==> config.mk <==
export PLATFORM = sky130hd
export DESIGN_NAME = tt_timer_wdt
export DESIGN_NICKNAME = d
export VERILOG_FILES = /design/src/tt_pkg.sv /design/src/tt_timer_wdt.sv
export VERILOG_INCLUDE_DIRS = /design/src
export SDC_FILE = /design/constraint.sdc
export NUM_CORES = 1
export LEC_CHECK = 0
export BUFFER_PORTS_ARGS = -buffer_cell sky130_fd_sc_hd__buf_2
export CORE_MARGIN = 3
export CORE_UTILIZATION = 37
export CTS_BUF_LIST = sky130_fd_sc_hd__clkbuf_8 sky130_fd_sc_hd__clkbuf_16
export CTS_CLUSTER_SIZE = 24
export DETAILED_ROUTE_END_ITERATION = 8
export GPL_ROUTABILITY_DRIVEN = 1
export MAX_ROUTING_LAYER = met4
export PLACE_DENSITY = 0.65
export SYNTH_ARGS = -nofsm -noshare
export SYNTH_HDL_FRONTEND = slang
export SYNTH_SLANG_ARGS = --single-unit
==> constraint.sdc <==
create_clock -name clk -period 7.15 [get_ports clk]
set_clock_uncertainty 0.15 [all_clocks]
set_input_delay 0.715 -clock clk [delete_from_list [all_inputs] [get_ports clk]]
set_output_delay 0.715 -clock clk [all_outputs]
set_load 0.01 [all_outputs]
==> src/tt_map.svh <==
`ifndef TT_MAP_SVH
`define TT_MAP_SVH
// ==========================================================
// Register byte offsets
`define TT_OFS_CORE_CTRL 5'h00
`define TT_OFS_MAIN_TIMER 5'h04
`define TT_OFS_WD_CTRL 5'h08
`define TT_OFS_MASK_ONE 5'h0C
`define TT_OFS_MASK_TWO 5'h10
`define TT_OFS_FLAGS 5'h14
`define TT_OFS_CMD 5'h18
`define TT_OFS_CLK_SEL 5'h1C
// ==========================================================
// Field positions
`define TT_CC_GIE 6
`define TT_CC_TS 5
`define TT_CC_TE 4
`define TT_CC_MAIN_TIMER_PRESCALE_ENABLE 3
`define TT_WD_EN 7
`define TT_WD_WATCHDOG_PRESCALE_ENABLE 3
`define TT_CS_TCS 6
`define TT_CMD_WDC 0
`define TT_CMD_SLEEP 1
`define TT_CMD_GON 2
`define TT_CMD_GOFF 3
`define TT_FL_MAIN 0
// ==========================================================
// Implemented bits and reset values
`define TT_MASK_ONE_IMPL 8'h47
`define TT_MASK_TWO_IMPL 8'h28
`define TT_CORE_RST 8'h00
`define TT_WD_CTRL_RST 8'h00
`define TT_BYTE_RST 8'h00
`define TT_BYTE_ONES 8'hFF
`define TT_SEL_TOP 3'h7
// ==========================================================
// Timing
`define TT_WD_TIMEOUT_NS 16500000
`define TT_CLK_PERIOD_NS 10
`define TT_WD_STEPS 256
`define TT_SLOW_DIV 2
`endif

==> src/tt_pkg.sv <==
package tt_pkg;
   // Avalon-MM request from the master
   typedef struct packed {
      logic read;
      logic write;
      logic [4:0] address;
      logic [31:0] writedata;
   } tt_av_req_t;
   // Avalon-MM answer to the master
   typedef struct packed {
      logic [31:0] readdata;
      logic waitrequest;
   } tt_av_rsp_t;
   // Interrupt flags raised elsewhere in the device
   typedef struct packed {
      logic convert_done_irq_flag;
      logic ext_pin_irq_flag;
      logic port_change_irq_flag;
      logic timer_three_irq_flag;
      logic timer_one_irq_flag;
   } tt_irq_src_t;
   // Power state of the core
   typedef enum logic [1:0] {
      TT_RUN = 2'b01,
      TT_SLEEP = 2'b10
   } tt_pwr_t;
endpackage : tt_pkg

==> src/tt_timer_wdt.sv <==
`timescale 1ns/100ps
// How it works
// - two separate 8-bit prescalers, timer and watchdog
// - timer prescale ratio from core control field
// - watchdog ratio from watchdog control field
// - writing the timer clears its prescaler
// - watchdog clear or sleep clears watchdog, prescaler
// - 8-bit timer, internal or pin clock
// - internal, unscaled: one step per timer clock
// - pin source: one step per selected edge
// - timer halts while asleep
// - watchdog runs on its own tick, also asleep
// - enabled watchdog time-out resets the device
// - software may enable watchdog any time
// - unscaled watchdog times out near 16.5 ms
// - mask one bits 6,2,1,0 enable sources
// - unused mask bits always read zero
// - mask two bits 5,3 enable timers 3,1
// - global enable on/off instructions gate all
// - mask one reads back written bits 6,2,1,0 only
// - timer ratio 1:1, or 1:2 up to 1:256
// - watchdog ratio 1:1, or 1:2 up to 1:256
// - source bit 0 internal; edge bit 0 rising
// - watchdog control bit 7 enables watchdog
`include "tt_map.svh"

module tt_timer_wdt
   import tt_pkg::*;
#(
   parameter int WD_TIMEOUT_CYC =
      `TT_WD_TIMEOUT_NS / `TT_CLK_PERIOD_NS,
   parameter int SLOW_DIV = `TT_SLOW_DIV
) (
   // Clock and reset
   input wire logic clk,
   input wire logic reset,
   // Avalon-MM slave
   input wire tt_av_req_t av_req,
   output tt_av_rsp_t av_rsp,
   // Count pin and core events
   input wire logic count_pin,
   input wire logic wake,
   input wire tt_irq_src_t irq_src,
   // Results
   output logic irq,
   output logic wd_reset,
   output logic sleep
);

   // ==========================================================
   // Helpers

   // Prescaler hit: low sel+1 count bits all ones
   function automatic logic pre_hit(
      input logic [7:0] cnt,
      input logic [2:0] sel
   );
      logic [7:0] m;
      m = `TT_BYTE_ONES >> (`TT_SEL_TOP - sel);
      return (cnt & m) == m;
   endfunction : pre_hit

   // Watchdog base tick spacing, rounded down
   localparam int WD_TICK_CYC = WD_TIMEOUT_CYC / `TT_WD_STEPS;

   // ==========================================================
   // State

   // Bus answer held in a register
   tt_av_rsp_t rsp_q;
   // Core control without global enable bit
   logic [7:0] core_q;
   // Global interrupt enable
   logic gie_q;
   // Watchdog control
   logic [7:0] wdc_q;
   // Interrupt masks
   logic [7:0] mask1_q;
   logic [7:0] mask2_q;
   // Internal clock select
   logic tcs_q;
   // Main timer and its prescaler
   logic [7:0] main_timer_q;
   logic [7:0] mt_pre_q;
   // Main timer overflow flag
   logic mt_flag_q;
   // Watchdog counter and its prescaler
   logic [7:0] wd_cnt_q;
   logic [7:0] wd_pre_q;
   // Watchdog base tick divider
   logic [31:0] rc_cnt_q;
   // Slow internal clock divider
   logic [31:0] slow_cnt_q;
   // Pin synchroniser and settled level
   logic pin_s1_q;
   logic pin_s2_q;
   logic pin_s3_q;
   logic pin_lvl_q;
   // Power state
   tt_pwr_t pwr_q;
   // Registered outputs
   logic irq_q;
   logic wd_reset_q;

   // ==========================================================
   // Bus decode

   // Request seen while answer not yet given
   wire logic req = av_req.read | av_req.write;
   // Write takes effect at the edge master sees ack
   wire logic wr = av_req.write & ~rsp_q.waitrequest;
   wire logic [4:0] adr = av_req.address;
   wire logic [7:0] wdat = av_req.writedata[7:0];
   wire logic wr_core = wr && adr == `TT_OFS_CORE_CTRL;
   wire logic wr_mt = wr && adr == `TT_OFS_MAIN_TIMER;
   wire logic wr_wdc = wr && adr == `TT_OFS_WD_CTRL;
   wire logic wr_m1 = wr && adr == `TT_OFS_MASK_ONE;
   wire logic wr_m2 = wr && adr == `TT_OFS_MASK_TWO;
   wire logic wr_fl = wr && adr == `TT_OFS_FLAGS;
   wire logic wr_cmd = wr && adr == `TT_OFS_CMD;
   wire logic wr_cs = wr && adr == `TT_OFS_CLK_SEL;

   // Instruction strobes
   wire logic wdc_cmd = wr_cmd & wdat[`TT_CMD_WDC];
   wire logic slp_cmd = wr_cmd & wdat[`TT_CMD_SLEEP];
   wire logic gon_cmd = wr_cmd & wdat[`TT_CMD_GON];
   wire logic goff_cmd = wr_cmd & wdat[`TT_CMD_GOFF];

   // ==========================================================
   // Field views

   wire logic src_pin = core_q[`TT_CC_TS];
   wire logic edge_fall = core_q[`TT_CC_TE];
   wire logic main_timer_prescale_enable = core_q[`TT_CC_MAIN_TIMER_PRESCALE_ENABLE];
   wire logic [2:0] pst = core_q[2:0];
   wire logic wd_en = wdc_q[`TT_WD_EN];
   wire logic watchdog_prescale_enable = wdc_q[`TT_WD_WATCHDOG_PRESCALE_ENABLE];
   wire logic [2:0] psw = wdc_q[2:0];
   wire logic asleep = pwr_q == TT_SLEEP;

   // ==========================================================
   // Timer clock sources

   // Settled pin level change, counted once s2 and s3 agree
   wire logic pin_chg = (pin_s2_q == pin_s3_q) &&
      (pin_s3_q != pin_lvl_q);
   // Selected edge on the count pin
   wire logic pin_edge = pin_chg &&
      (pin_s3_q == ~edge_fall);
   // Slow internal rate pulse
   wire logic slow_en = slow_cnt_q == 32'(SLOW_DIV - 1);
   // Internal timer clock
   wire logic int_tick = tcs_q ? slow_en : 1'b1;
   // Chosen source tick
   wire logic src_tick = src_pin ? pin_edge : int_tick;
   // Timer prescaler output tick
   wire logic mt_pre_tick = src_tick &
      pre_hit(mt_pre_q, pst);
   // Timer step, halted in sleep
   wire logic mt_inc = ~asleep &
      (main_timer_prescale_enable ? mt_pre_tick : src_tick);
   // Timer wraps from all ones
   wire logic mt_wrap = mt_inc &&
      main_timer_q == `TT_BYTE_ONES;

   // ==========================================================
   // Watchdog sources

   // Free-running base tick, also in sleep
   wire logic rc_tick = rc_cnt_q == 32'(WD_TICK_CYC - 1);
   wire logic wd_pre_tick = rc_tick &
      pre_hit(wd_pre_q, psw);
   wire logic wd_inc = watchdog_prescale_enable ? wd_pre_tick : rc_tick;
   // Clear by instruction or entering sleep
   wire logic wd_clr = wdc_cmd | slp_cmd;
   // Time-out of an enabled watchdog
   wire logic wd_to = wd_en & wd_inc & ~wd_clr &&
      wd_cnt_q == `TT_BYTE_ONES;

   // ==========================================================
   // Interrupt gating

   wire logic [7:0] flags1 = {1'b0,
      irq_src.convert_done_irq_flag, 3'b000,
      irq_src.ext_pin_irq_flag,
      irq_src.port_change_irq_flag, mt_flag_q};
   wire logic [7:0] flags2 = {2'b00,
      irq_src.timer_three_irq_flag, 1'b0,
      irq_src.timer_one_irq_flag, 3'b000};
   wire logic any_irq = |(flags1 & mask1_q) |
      |(flags2 & mask2_q);

   // ==========================================================
   // Read data mux

   logic [7:0] rd_byte;

   // Select register by address
   always_comb begin
      case (adr)
         `TT_OFS_CORE_CTRL: rd_byte = {core_q[7], gie_q, core_q[5:0]};
         `TT_OFS_MAIN_TIMER: rd_byte = main_timer_q;
         `TT_OFS_WD_CTRL: rd_byte = wdc_q;
         `TT_OFS_MASK_ONE: rd_byte = mask1_q;
         `TT_OFS_MASK_TWO: rd_byte = mask2_q;
         `TT_OFS_FLAGS: rd_byte = flags1;
         `TT_OFS_CMD: rd_byte = {7'h00, asleep};
         `TT_OFS_CLK_SEL: rd_byte = {1'b0, tcs_q, 6'h00};
         default: rd_byte = `TT_BYTE_RST;
      endcase
   end

   // ==========================================================
   // Bus slave: one wait cycle, then ack

   always_ff @(posedge clk or posedge reset) begin
      if (reset) begin
         rsp_q.waitrequest <= 1'b1;
         rsp_q.readdata <= 32'h0000_0000;
      end else if (req && rsp_q.waitrequest) begin
         // Answer on the next edge
         rsp_q.waitrequest <= 1'b0;
         rsp_q.readdata <= {24'h00_0000, rd_byte};
      end else begin
         // Ack lasts one cycle
         rsp_q.waitrequest <= 1'b1;
      end
   end

   // ==========================================================
   // Software registers

   always_ff @(posedge clk or posedge reset) begin
      if (reset) begin
         core_q <= `TT_CORE_RST;
         wdc_q <= `TT_WD_CTRL_RST;
         mask1_q <= `TT_BYTE_RST;
         mask2_q <= `TT_BYTE_RST;
         tcs_q <= 1'b0;
      end else begin
         // Time-out clears core control, keeps enable
         if (wd_to) begin
            core_q <= `TT_CORE_RST;
         end else if (wr_core) begin
            core_q <= wdat;
         end
         if (wr_wdc) begin
            wdc_q <= wdat;
         end
         if (wr_m1) begin
            mask1_q <= wdat & `TT_MASK_ONE_IMPL;
         end
         if (wr_m2) begin
            mask2_q <= wdat & `TT_MASK_TWO_IMPL;
         end
         if (wr_cs) begin
            tcs_q <= wdat[`TT_CS_TCS];
         end
      end
   end

   // Global enable: off wins when both arrive
   always_ff @(posedge clk or posedge reset) begin
      if (reset) begin
         gie_q <= 1'b0;
      end else if (goff_cmd) begin
         gie_q <= 1'b0;
      end else if (gon_cmd) begin
         gie_q <= 1'b1;
      end
   end

   // ==========================================================
   // Pin synchroniser

   always_ff @(posedge clk or posedge reset) begin
      if (reset) begin
         pin_s1_q <= 1'b0;
         pin_s2_q <= 1'b0;
         pin_s3_q <= 1'b0;
         pin_lvl_q <= 1'b0;
      end else begin
         pin_s1_q <= count_pin;
         pin_s2_q <= pin_s1_q;
         pin_s3_q <= pin_s2_q;
         // Track settled level
         if (pin_chg) begin
            pin_lvl_q <= pin_s3_q;
         end
      end
   end

   // Slow internal clock divider
   always_ff @(posedge clk or posedge reset) begin
      if (reset) begin
         slow_cnt_q <= 32'h0000_0000;
      end else if (slow_en) begin
         slow_cnt_q <= 32'h0000_0000;
      end else begin
         slow_cnt_q <= slow_cnt_q + 32'h0000_0001;
      end
   end

   // ==========================================================
   // Main timer and prescaler

   always_ff @(posedge clk or posedge reset) begin
      if (reset) begin
         mt_pre_q <= `TT_BYTE_RST;
      end else if (wr_mt) begin
         mt_pre_q <= `TT_BYTE_RST;
      end else if (main_timer_prescale_enable && src_tick && !asleep) begin
         mt_pre_q <= mt_pre_q + 8'h01;
      end
   end

   always_ff @(posedge clk or posedge reset) begin
      if (reset) begin
         main_timer_q <= `TT_BYTE_RST;
      end else if (wr_mt) begin
         main_timer_q <= wdat;
      end else if (mt_inc) begin
         main_timer_q <= main_timer_q + 8'h01;
      end
   end

   // Overflow flag: wrap wins over software clear
   always_ff @(posedge clk or posedge reset) begin
      if (reset) begin
         mt_flag_q <= 1'b0;
      end else if (mt_wrap) begin
         mt_flag_q <= 1'b1;
      end else if (wr_fl && wdat[`TT_FL_MAIN]) begin
         mt_flag_q <= 1'b0;
      end
   end

   // ==========================================================
   // Watchdog base tick divider

   always_ff @(posedge clk or posedge reset) begin
      if (reset) begin
         rc_cnt_q <= 32'h0000_0000;
      end else if (rc_tick) begin
         rc_cnt_q <= 32'h0000_0000;
      end else begin
         rc_cnt_q <= rc_cnt_q + 32'h0000_0001;
      end
   end

   // Watchdog prescaler and counter
   always_ff @(posedge clk or posedge reset) begin
      if (reset) begin
         wd_pre_q <= `TT_BYTE_RST;
         wd_cnt_q <= `TT_BYTE_RST;
      end else if (wd_clr || wd_to) begin
         wd_pre_q <= `TT_BYTE_RST;
         wd_cnt_q <= `TT_BYTE_RST;
      end else begin
         if (watchdog_prescale_enable && rc_tick) begin
            wd_pre_q <= wd_pre_q + 8'h01;
         end
         if (wd_en && wd_inc) begin
            wd_cnt_q <= wd_cnt_q + 8'h01;
         end
      end
   end

   // ==========================================================
   // Power state

   always_ff @(posedge clk or posedge reset) begin
      if (reset) begin
         pwr_q <= TT_RUN;
      end else begin
         case (pwr_q)
            TT_RUN: begin
               if (slp_cmd) begin
                  pwr_q <= TT_SLEEP;
               end
            end
            TT_SLEEP: begin
               // Wake or time-out resumes running
               if (wake || wd_to) begin
                  pwr_q <= TT_RUN;
               end
            end
            default: pwr_q <= TT_RUN;
         endcase
      end
   end

   // ==========================================================
   // Outputs

   always_ff @(posedge clk or posedge reset) begin
      if (reset) begin
         irq_q <= 1'b0;
         wd_reset_q <= 1'b0;
      end else begin
         irq_q <= gie_q & any_irq;
         wd_reset_q <= wd_to;
      end
   end

   assign av_rsp = rsp_q;
   assign irq = irq_q;
   assign wd_reset = wd_reset_q;
   assign sleep = asleep;
endmodule : tt_timer_wdt

* Word-level counts from Yosys, hierarchy flattened
Index checks and enable logic that the tools add are counted.
Widths: inputs -> output; s select.
** Word-level totals
- Bits in registers :: 138
- Bits in latches :: 0
- RAM bits :: 0
- ROM bits :: 0
- Input port bits :: 48
- Output and inout bits :: 36
- Memories :: 0
** Cells by class
- $add $sub $neg :: 8
- $mul :: 0
- Div/mod/pow operators :: 0
- Order comparisons :: 0
- Eq/ne operators :: 20
- Shift-type cells :: 2
- Muxes and demuxes :: 25
- Bitwise logic cells :: 22
- Reductions and logical operators :: 32
** Operator list (count)
- $mux 8 :: 10
- $add 32x1->32 const B :: 2
- $mux 32 :: 2
- $pmux 8 s8 :: 1
- $add 8x1->8 const B :: 4
- $eq 32x1->1 const B :: 1
- $eq 32x13->1 const B :: 1
- $eq 5x5->1 const B :: 4
- $logic_and 1x1->1 :: 18
- $and 8x8->8 :: 2
- $eq 8x8->1 :: 2
- $eq 8x8->1 const B :: 2
- $reduce_or 8->1 :: 2
- $shr 8x3->8 const A :: 2
- $reduce_bool 2->1 :: 7
- $and 1x1->1 :: 11
- $eq 5x4->1 const B :: 2
- $mux 1 :: 9
- $and 7x7->7 :: 1
- $and 6x6->6 :: 1
- $sub 3x3->3 const A :: 2
- $eq 5x3->1 const B :: 1
- $logic_not 5->1 :: 1
- $mux 2 :: 2
- other kinds (12) :: 19

* Logic depth before layout (Yosys ltp)
- Depth after elaboration :: 12
- Gate-level depth with buffers :: 9
- Mapped depth without buffers :: 8

* Least setup slack after synthesis
No wires, ideal clock.
- Path kind :: input -> register
- Start :: in av_req[33] (netlist name)
- End :: reg main_timer_q[0]
- Arrival :: 2145 ps
- Required time :: 6864 ps
- Path slack :: 4719 ps
- Stages :: 5
- Buffers on the path :: 2
- Path through :: nor3b_1 -> and3_1 -> buf_2 -> buf_1 -> o21ai_0
** Between the ends
- Word-level cells in the longest chain between the ends :: 3
- Elaborated cells between the ends (all ways) :: 4
- Those cells by class :: 1 x eq/ne; 1 x mux; 2 x reduce/logical
** Ends and longest elaborated chain
- from (decl) :: RTL line tt_timer_wdt.sv:38 : input wire tt_av_req_t av_req,
- $eq 5x3->1 (*)
- $logic_and 1x1->1 (no line) (*)
- $mux 8 or $reduce_bool 2->1 (tied branches)
- to (signal assigned) :: RTL line tt_timer_wdt.sv:319 : main_timer_q <= `TT_BYTE_RST;
- to (signal assigned) :: RTL line tt_timer_wdt.sv:321 : main_timer_q <= wdat;
- to (signal assigned) :: RTL line tt_timer_wdt.sv:323 : main_timer_q <= main_timer_q + 8'h01;
- to (decl) :: RTL line tt_timer_wdt.sv:83 : logic [7:0] main_timer_q;
Mark *: on every way between the ends. The rest lies on a longest branch, timed or not.
A chain may end at the register's enable or synchronous reset.

* Worst setup path in the final report
- Start :: reg slow_cnt_q[1]
- End :: reg main_timer_q[2]
** Between the ends
- Word-level cells in the longest chain between the ends :: 7
** Ends and longest elaborated chain
- from (decl) :: RTL line tt_timer_wdt.sv:93 : logic [31:0] slow_cnt_q;
- from (signal assigned) :: RTL line tt_timer_wdt.sv:300 : slow_cnt_q <= slow_cnt_q + 32'h0000_0001;
- $eq 32x1->1 (*) :: RTL line tt_timer_wdt.sv:151 : wire logic slow_en = slow_cnt_q == 32'(SLOW_DIV - 1);
- $mux 1 (*) :: RTL line tt_timer_wdt.sv:153 : wire logic int_tick = tcs_q ? slow_en : 1'b1;
- $mux 1 (*) :: RTL line tt_timer_wdt.sv:155 : wire logic src_tick = src_pin ? pin_edge : int_tick;
- $and 1x1->1 :: RTL line tt_timer_wdt.sv:157 : wire logic mt_pre_tick = src_tick &
- $mux 1 (*) :: RTL line tt_timer_wdt.sv:161 : (main_timer_prescale_enable ? mt_pre_tick : src_tick);
- $and 1x1->1 (*) :: RTL line tt_timer_wdt.sv:160 : wire logic mt_inc = ~asleep &
- $reduce_bool 2->1 (no line) (*)
Marks and branches as above.

==> results.tsv <==
stage	metric	value	unit
routing	final_antenna_net_count	0	
routing	routed_wl	14000	um
power_and_ir_drop	vdd_drop_max	0.192	mV
clocking	cts.sinks	137	
sta	final-setup-viol-count	0	
logic_synthesis	async_flop_share	100	%
final_layout	seq_area	0.00343	mm2
die	die_w	143	um
routing	drtIter0Drc	236	
logic_synthesis	synthDistinctLibCells	65	
logic_synthesis	ys_ff_latch	137	
sta	max-slew-margin-rel	35.2	%
logic_synthesis	syn_inst	672	
clocking	cts_root_buf	clkbuf_16	
clocking	cts-htree-levels	4	
grt	antenna_found_initial	0	
logic_synthesis	synthTopCellsByArea	dfrtp_1 49%, xnor2_1 6.2%, mux2_2 3.4%	
logic_synthesis	synth-simple-area-share	22.1	%
critical_path	path_max_fanout	12	
clocking	path_clk_slew	0.06	ns
routing	drt_pass1_iterations	5	
sta	max_freq	357	MHz
sta	slew_violations	0	
die	start_util	38.1	%
sta	fin_ws	4.35	ns
sta	tns	0	ns
critical_path	crit_slowest_cell	and4b_1	
routing	met1_length	6970	um
critical_path	crit_type	reg2reg	
sta	hold_slack	0.228	ns
critical_path	critPathLaunchType	flop	
clocking	cts_tree	yes	
logic_synthesis	synth.yosys.seq_area_share	49.4	%
grt	grt_pass1_vias	4827	
clocking	cts_setup_buffers	0	
logic_synthesis	synth_top_family_by_area	simple AND/OR/NAND/NOR gates	
logic_synthesis	synth_edf_count	0	
grt	grt_use_total	14.8	%
clocking	postCtsResizedCells	0	
critical_path	startpoint	slow_cnt_q[1]	
routing	vias_per_cell	5.24	
critical_path	worstPathArrival	2.95	ns
critical_path	end_kind	flop	
routing	vias	4994	
grt	grt_start_max_net_pins	94	
worst_hold_path	min-delay-start	pin_s1_q	
final_layout	final_cell_area	0.00780	mm2
final_layout	area_growth	12.4	%
final_layout	multi_input_area	0.00327	mm2
placement	place.gp.congestion	0.807	
routing	top_layer	met4	
grt	grt_overflow	0	
sta	hold_viol	0	
logic_synthesis	synth_mux_area_share	5.72	%
power_and_ir_drop	power_per_cell_area	253	mW/mm2
routing	drc	0	
placement	dp.final_hpwl	9540	um
logic_synthesis	yosys.area_share.xor_xnor	8.84	%
final_layout	fin_util	42.8	%
placement	placed_cell_area	0.00726	mm2
final_layout	fillerInstances	1734	
critical_path	reg2reg_from	slow_cnt_q[1]	
status	status	finished, final reports clean	
die	core_area	0.0182	mm2
placement	place_ws	4.33	ns
logic_synthesis	synth_ff_type	dfrtp_1	
routing	dr_wl_met2	6140	um
clocking	cts_hold_buffers	0	
die	dieArea	0.0204	mm2
critical_path	cp_data_required_time	7.30	ns
logic_synthesis	synth_top_area_share	48.7	%
logic_synthesis	synth_compound_area_share	7.61	%
worst_hold_path	hold_path_class	reg2reg	
logic_synthesis	ys_warn_count	0	
clocking	clk_latency	0.42	ns
logic_synthesis	synth_area	0.00694	mm2
die	rows	49	
logic_synthesis	synth-adder-area-share	1.59	%
clocking	clockBufferDepth	2	
routing	routedWlPerCell	14.7	um
die	fp.dieH	143	um
sta	rsz0062_at_grt	false	
grt	grt_pass1_wl	23700	um
placement	io_buffer_count	35	
final_layout	layout.nets	767	
sta	tightest_slew	0.965	ns
power_and_ir_drop	p_leak	3.53	nW
final_layout	drive_gt1_share	14.2	%
sta	fin_crit_sh	39.2	%
routing	dr_wl_met3	678	um
job	cap_violations	0	
logic_synthesis	synth_common_cells	135 x dfrtp_1, 56 x nand2_1, 50 x nor2_1, 49 x xnor2_1, 38 x nand3_1	
sta	period_minus_slack	2.80	ns
logic_synthesis	yosys.area.top_type	dfrtp_1	
clocking	numCtsBuffers	17	
die	pin_count	84	
logic_synthesis	avgSynthCellArea	10.3	um2
final_layout	n_antenna_cell	0	
critical_path	cp_cell_sequence	inv_1, ha_1, nor4b_1, nand4_1, o21ai_0, and4b_1, a21oi_1, o31a_1	
logic_synthesis	synth_most_common_cell	dfrtp_1	
critical_path	cpPeakStageDelay	0.56	ns
registers in the layout, indices dropped and copies added, names as in the netlist, 2 cells and up:
signal and cells:
rc_cnt_q 32, slow_cnt_q 32, av_rsp 9, wd_pre_q 8, mt_pre_q 8, mask1_q 4
wdc_q 8, wd_cnt_q 8, core_q 7, pwr_q 2, mask2_q 2, main_timer_q 8
layout by cell type (no fill, tap or decap), drive strengths merged, types with 7 or more instances in the layout:
| cell type | synthesis | final |
|---|---|---|
| conb | 1 | 24 |
| and2 | 7 | 7 |
| a22oi | 9 | 9 |
| nand3 | 39 | 39 |
| mux2i | 16 | 16 |
| nand4 | 23 | 23 |
| buf | 33 | 40 |
| or3 | 8 | 8 |
| dfrtp | 135 | 135 |
| nor2 | 50 | 50 |
| ha | 8 | 8 |
| nor4 | 12 | 12 |
| clkbuf | 10 | 21 |
| o21ai | 26 | 26 |
| xnor2 | 49 | 49 |
| a21oi | 18 | 18 |
| and3 | 26 | 26 |
| nor3 | 11 | 11 |
| nand2b | 7 | 7 |
| nand2 | 56 | 56 |
| mux2 | 21 | 21 |
| inv | 15 | 18 |
| xor2 | 21 | 21 |
stage by stage:
step / power [mW] / instances
after global routing: 2.07 / 953
after CTS: 1.99 / 953
after detailed placement: 1.20 / 921
after floorplan: 1.13 / 695
after global placement: 1.19 / 921
final: 1.98 / 953
worst paths after layout:
| kind | to | slack, ns | cells after the start |
|---|---|---|---|
| max in group asynchronous | main_timer_q[2] | 5.41 | 3 |
| max reg2reg | main_timer_q[2] | 4.35 | 8 |
| min reg2reg | pin_s2_q | 0.23 | 0 |
| min in group asynchronous | rc_cnt_q[31] | 0.33 | 2 |
| max | main_timer_q[2] | 4.35 | 8 |
| min | pin_s2_q | 0.23 | 0 |
layer usage:
metal / GRT usage, % / up-vias
met1: 20.4 / 2448
met2: 21.3 / 99
met5: - / -
li1: - / 2427
met3: 3.88 / 20
met4: 4.45 / 0
power by group:
| part | switching, mW | internal (mW) | total [mW] |
|---|---|---|---|
| logic | 0.132 | 0.113 | 0.245 |
| clock network | 0.319 | 0.471 | 0.790 |
| registers | 0.0915 | 0.850 | 0.942 |
cell type report:
class / count / area share, %
well taps: 229 / 3.67
multi-input cells: 500 / 41.9
clock buffers: 21 / 6.16
flip-flops and latches: 137 / 44.0
inverters: 15 / 0.786
clock inverters: 11 / 0.722
repair buffers: 40 / 2.73
critical path, delay by kind of cell, from the launching register on:
family | cells | cell delay [ns]
DFF | 1 | 0.41
AOI/OAI and AO/OA | 3 | 0.87
and+or+nand+nor | 3 | 1.06
adders and majority gates | 1 | 0.13
buffers and inverters | 1 | 0.07
cell families (layout without fill, tap and decap cells):
family                   after synthesis  in the layout
flip-flops                           137            137
adder cells (fa/ha/maj)                9              9
AND/OR/NAND/NOR                      277            277
AO/OA/AOI/OAI                         83             83
multiplexers                          37             37
other                                  1             24
XOR/XNOR                              70             70
buffers and inverters                 58             87
Note: power is estimated with default switching activity, not from simulation.
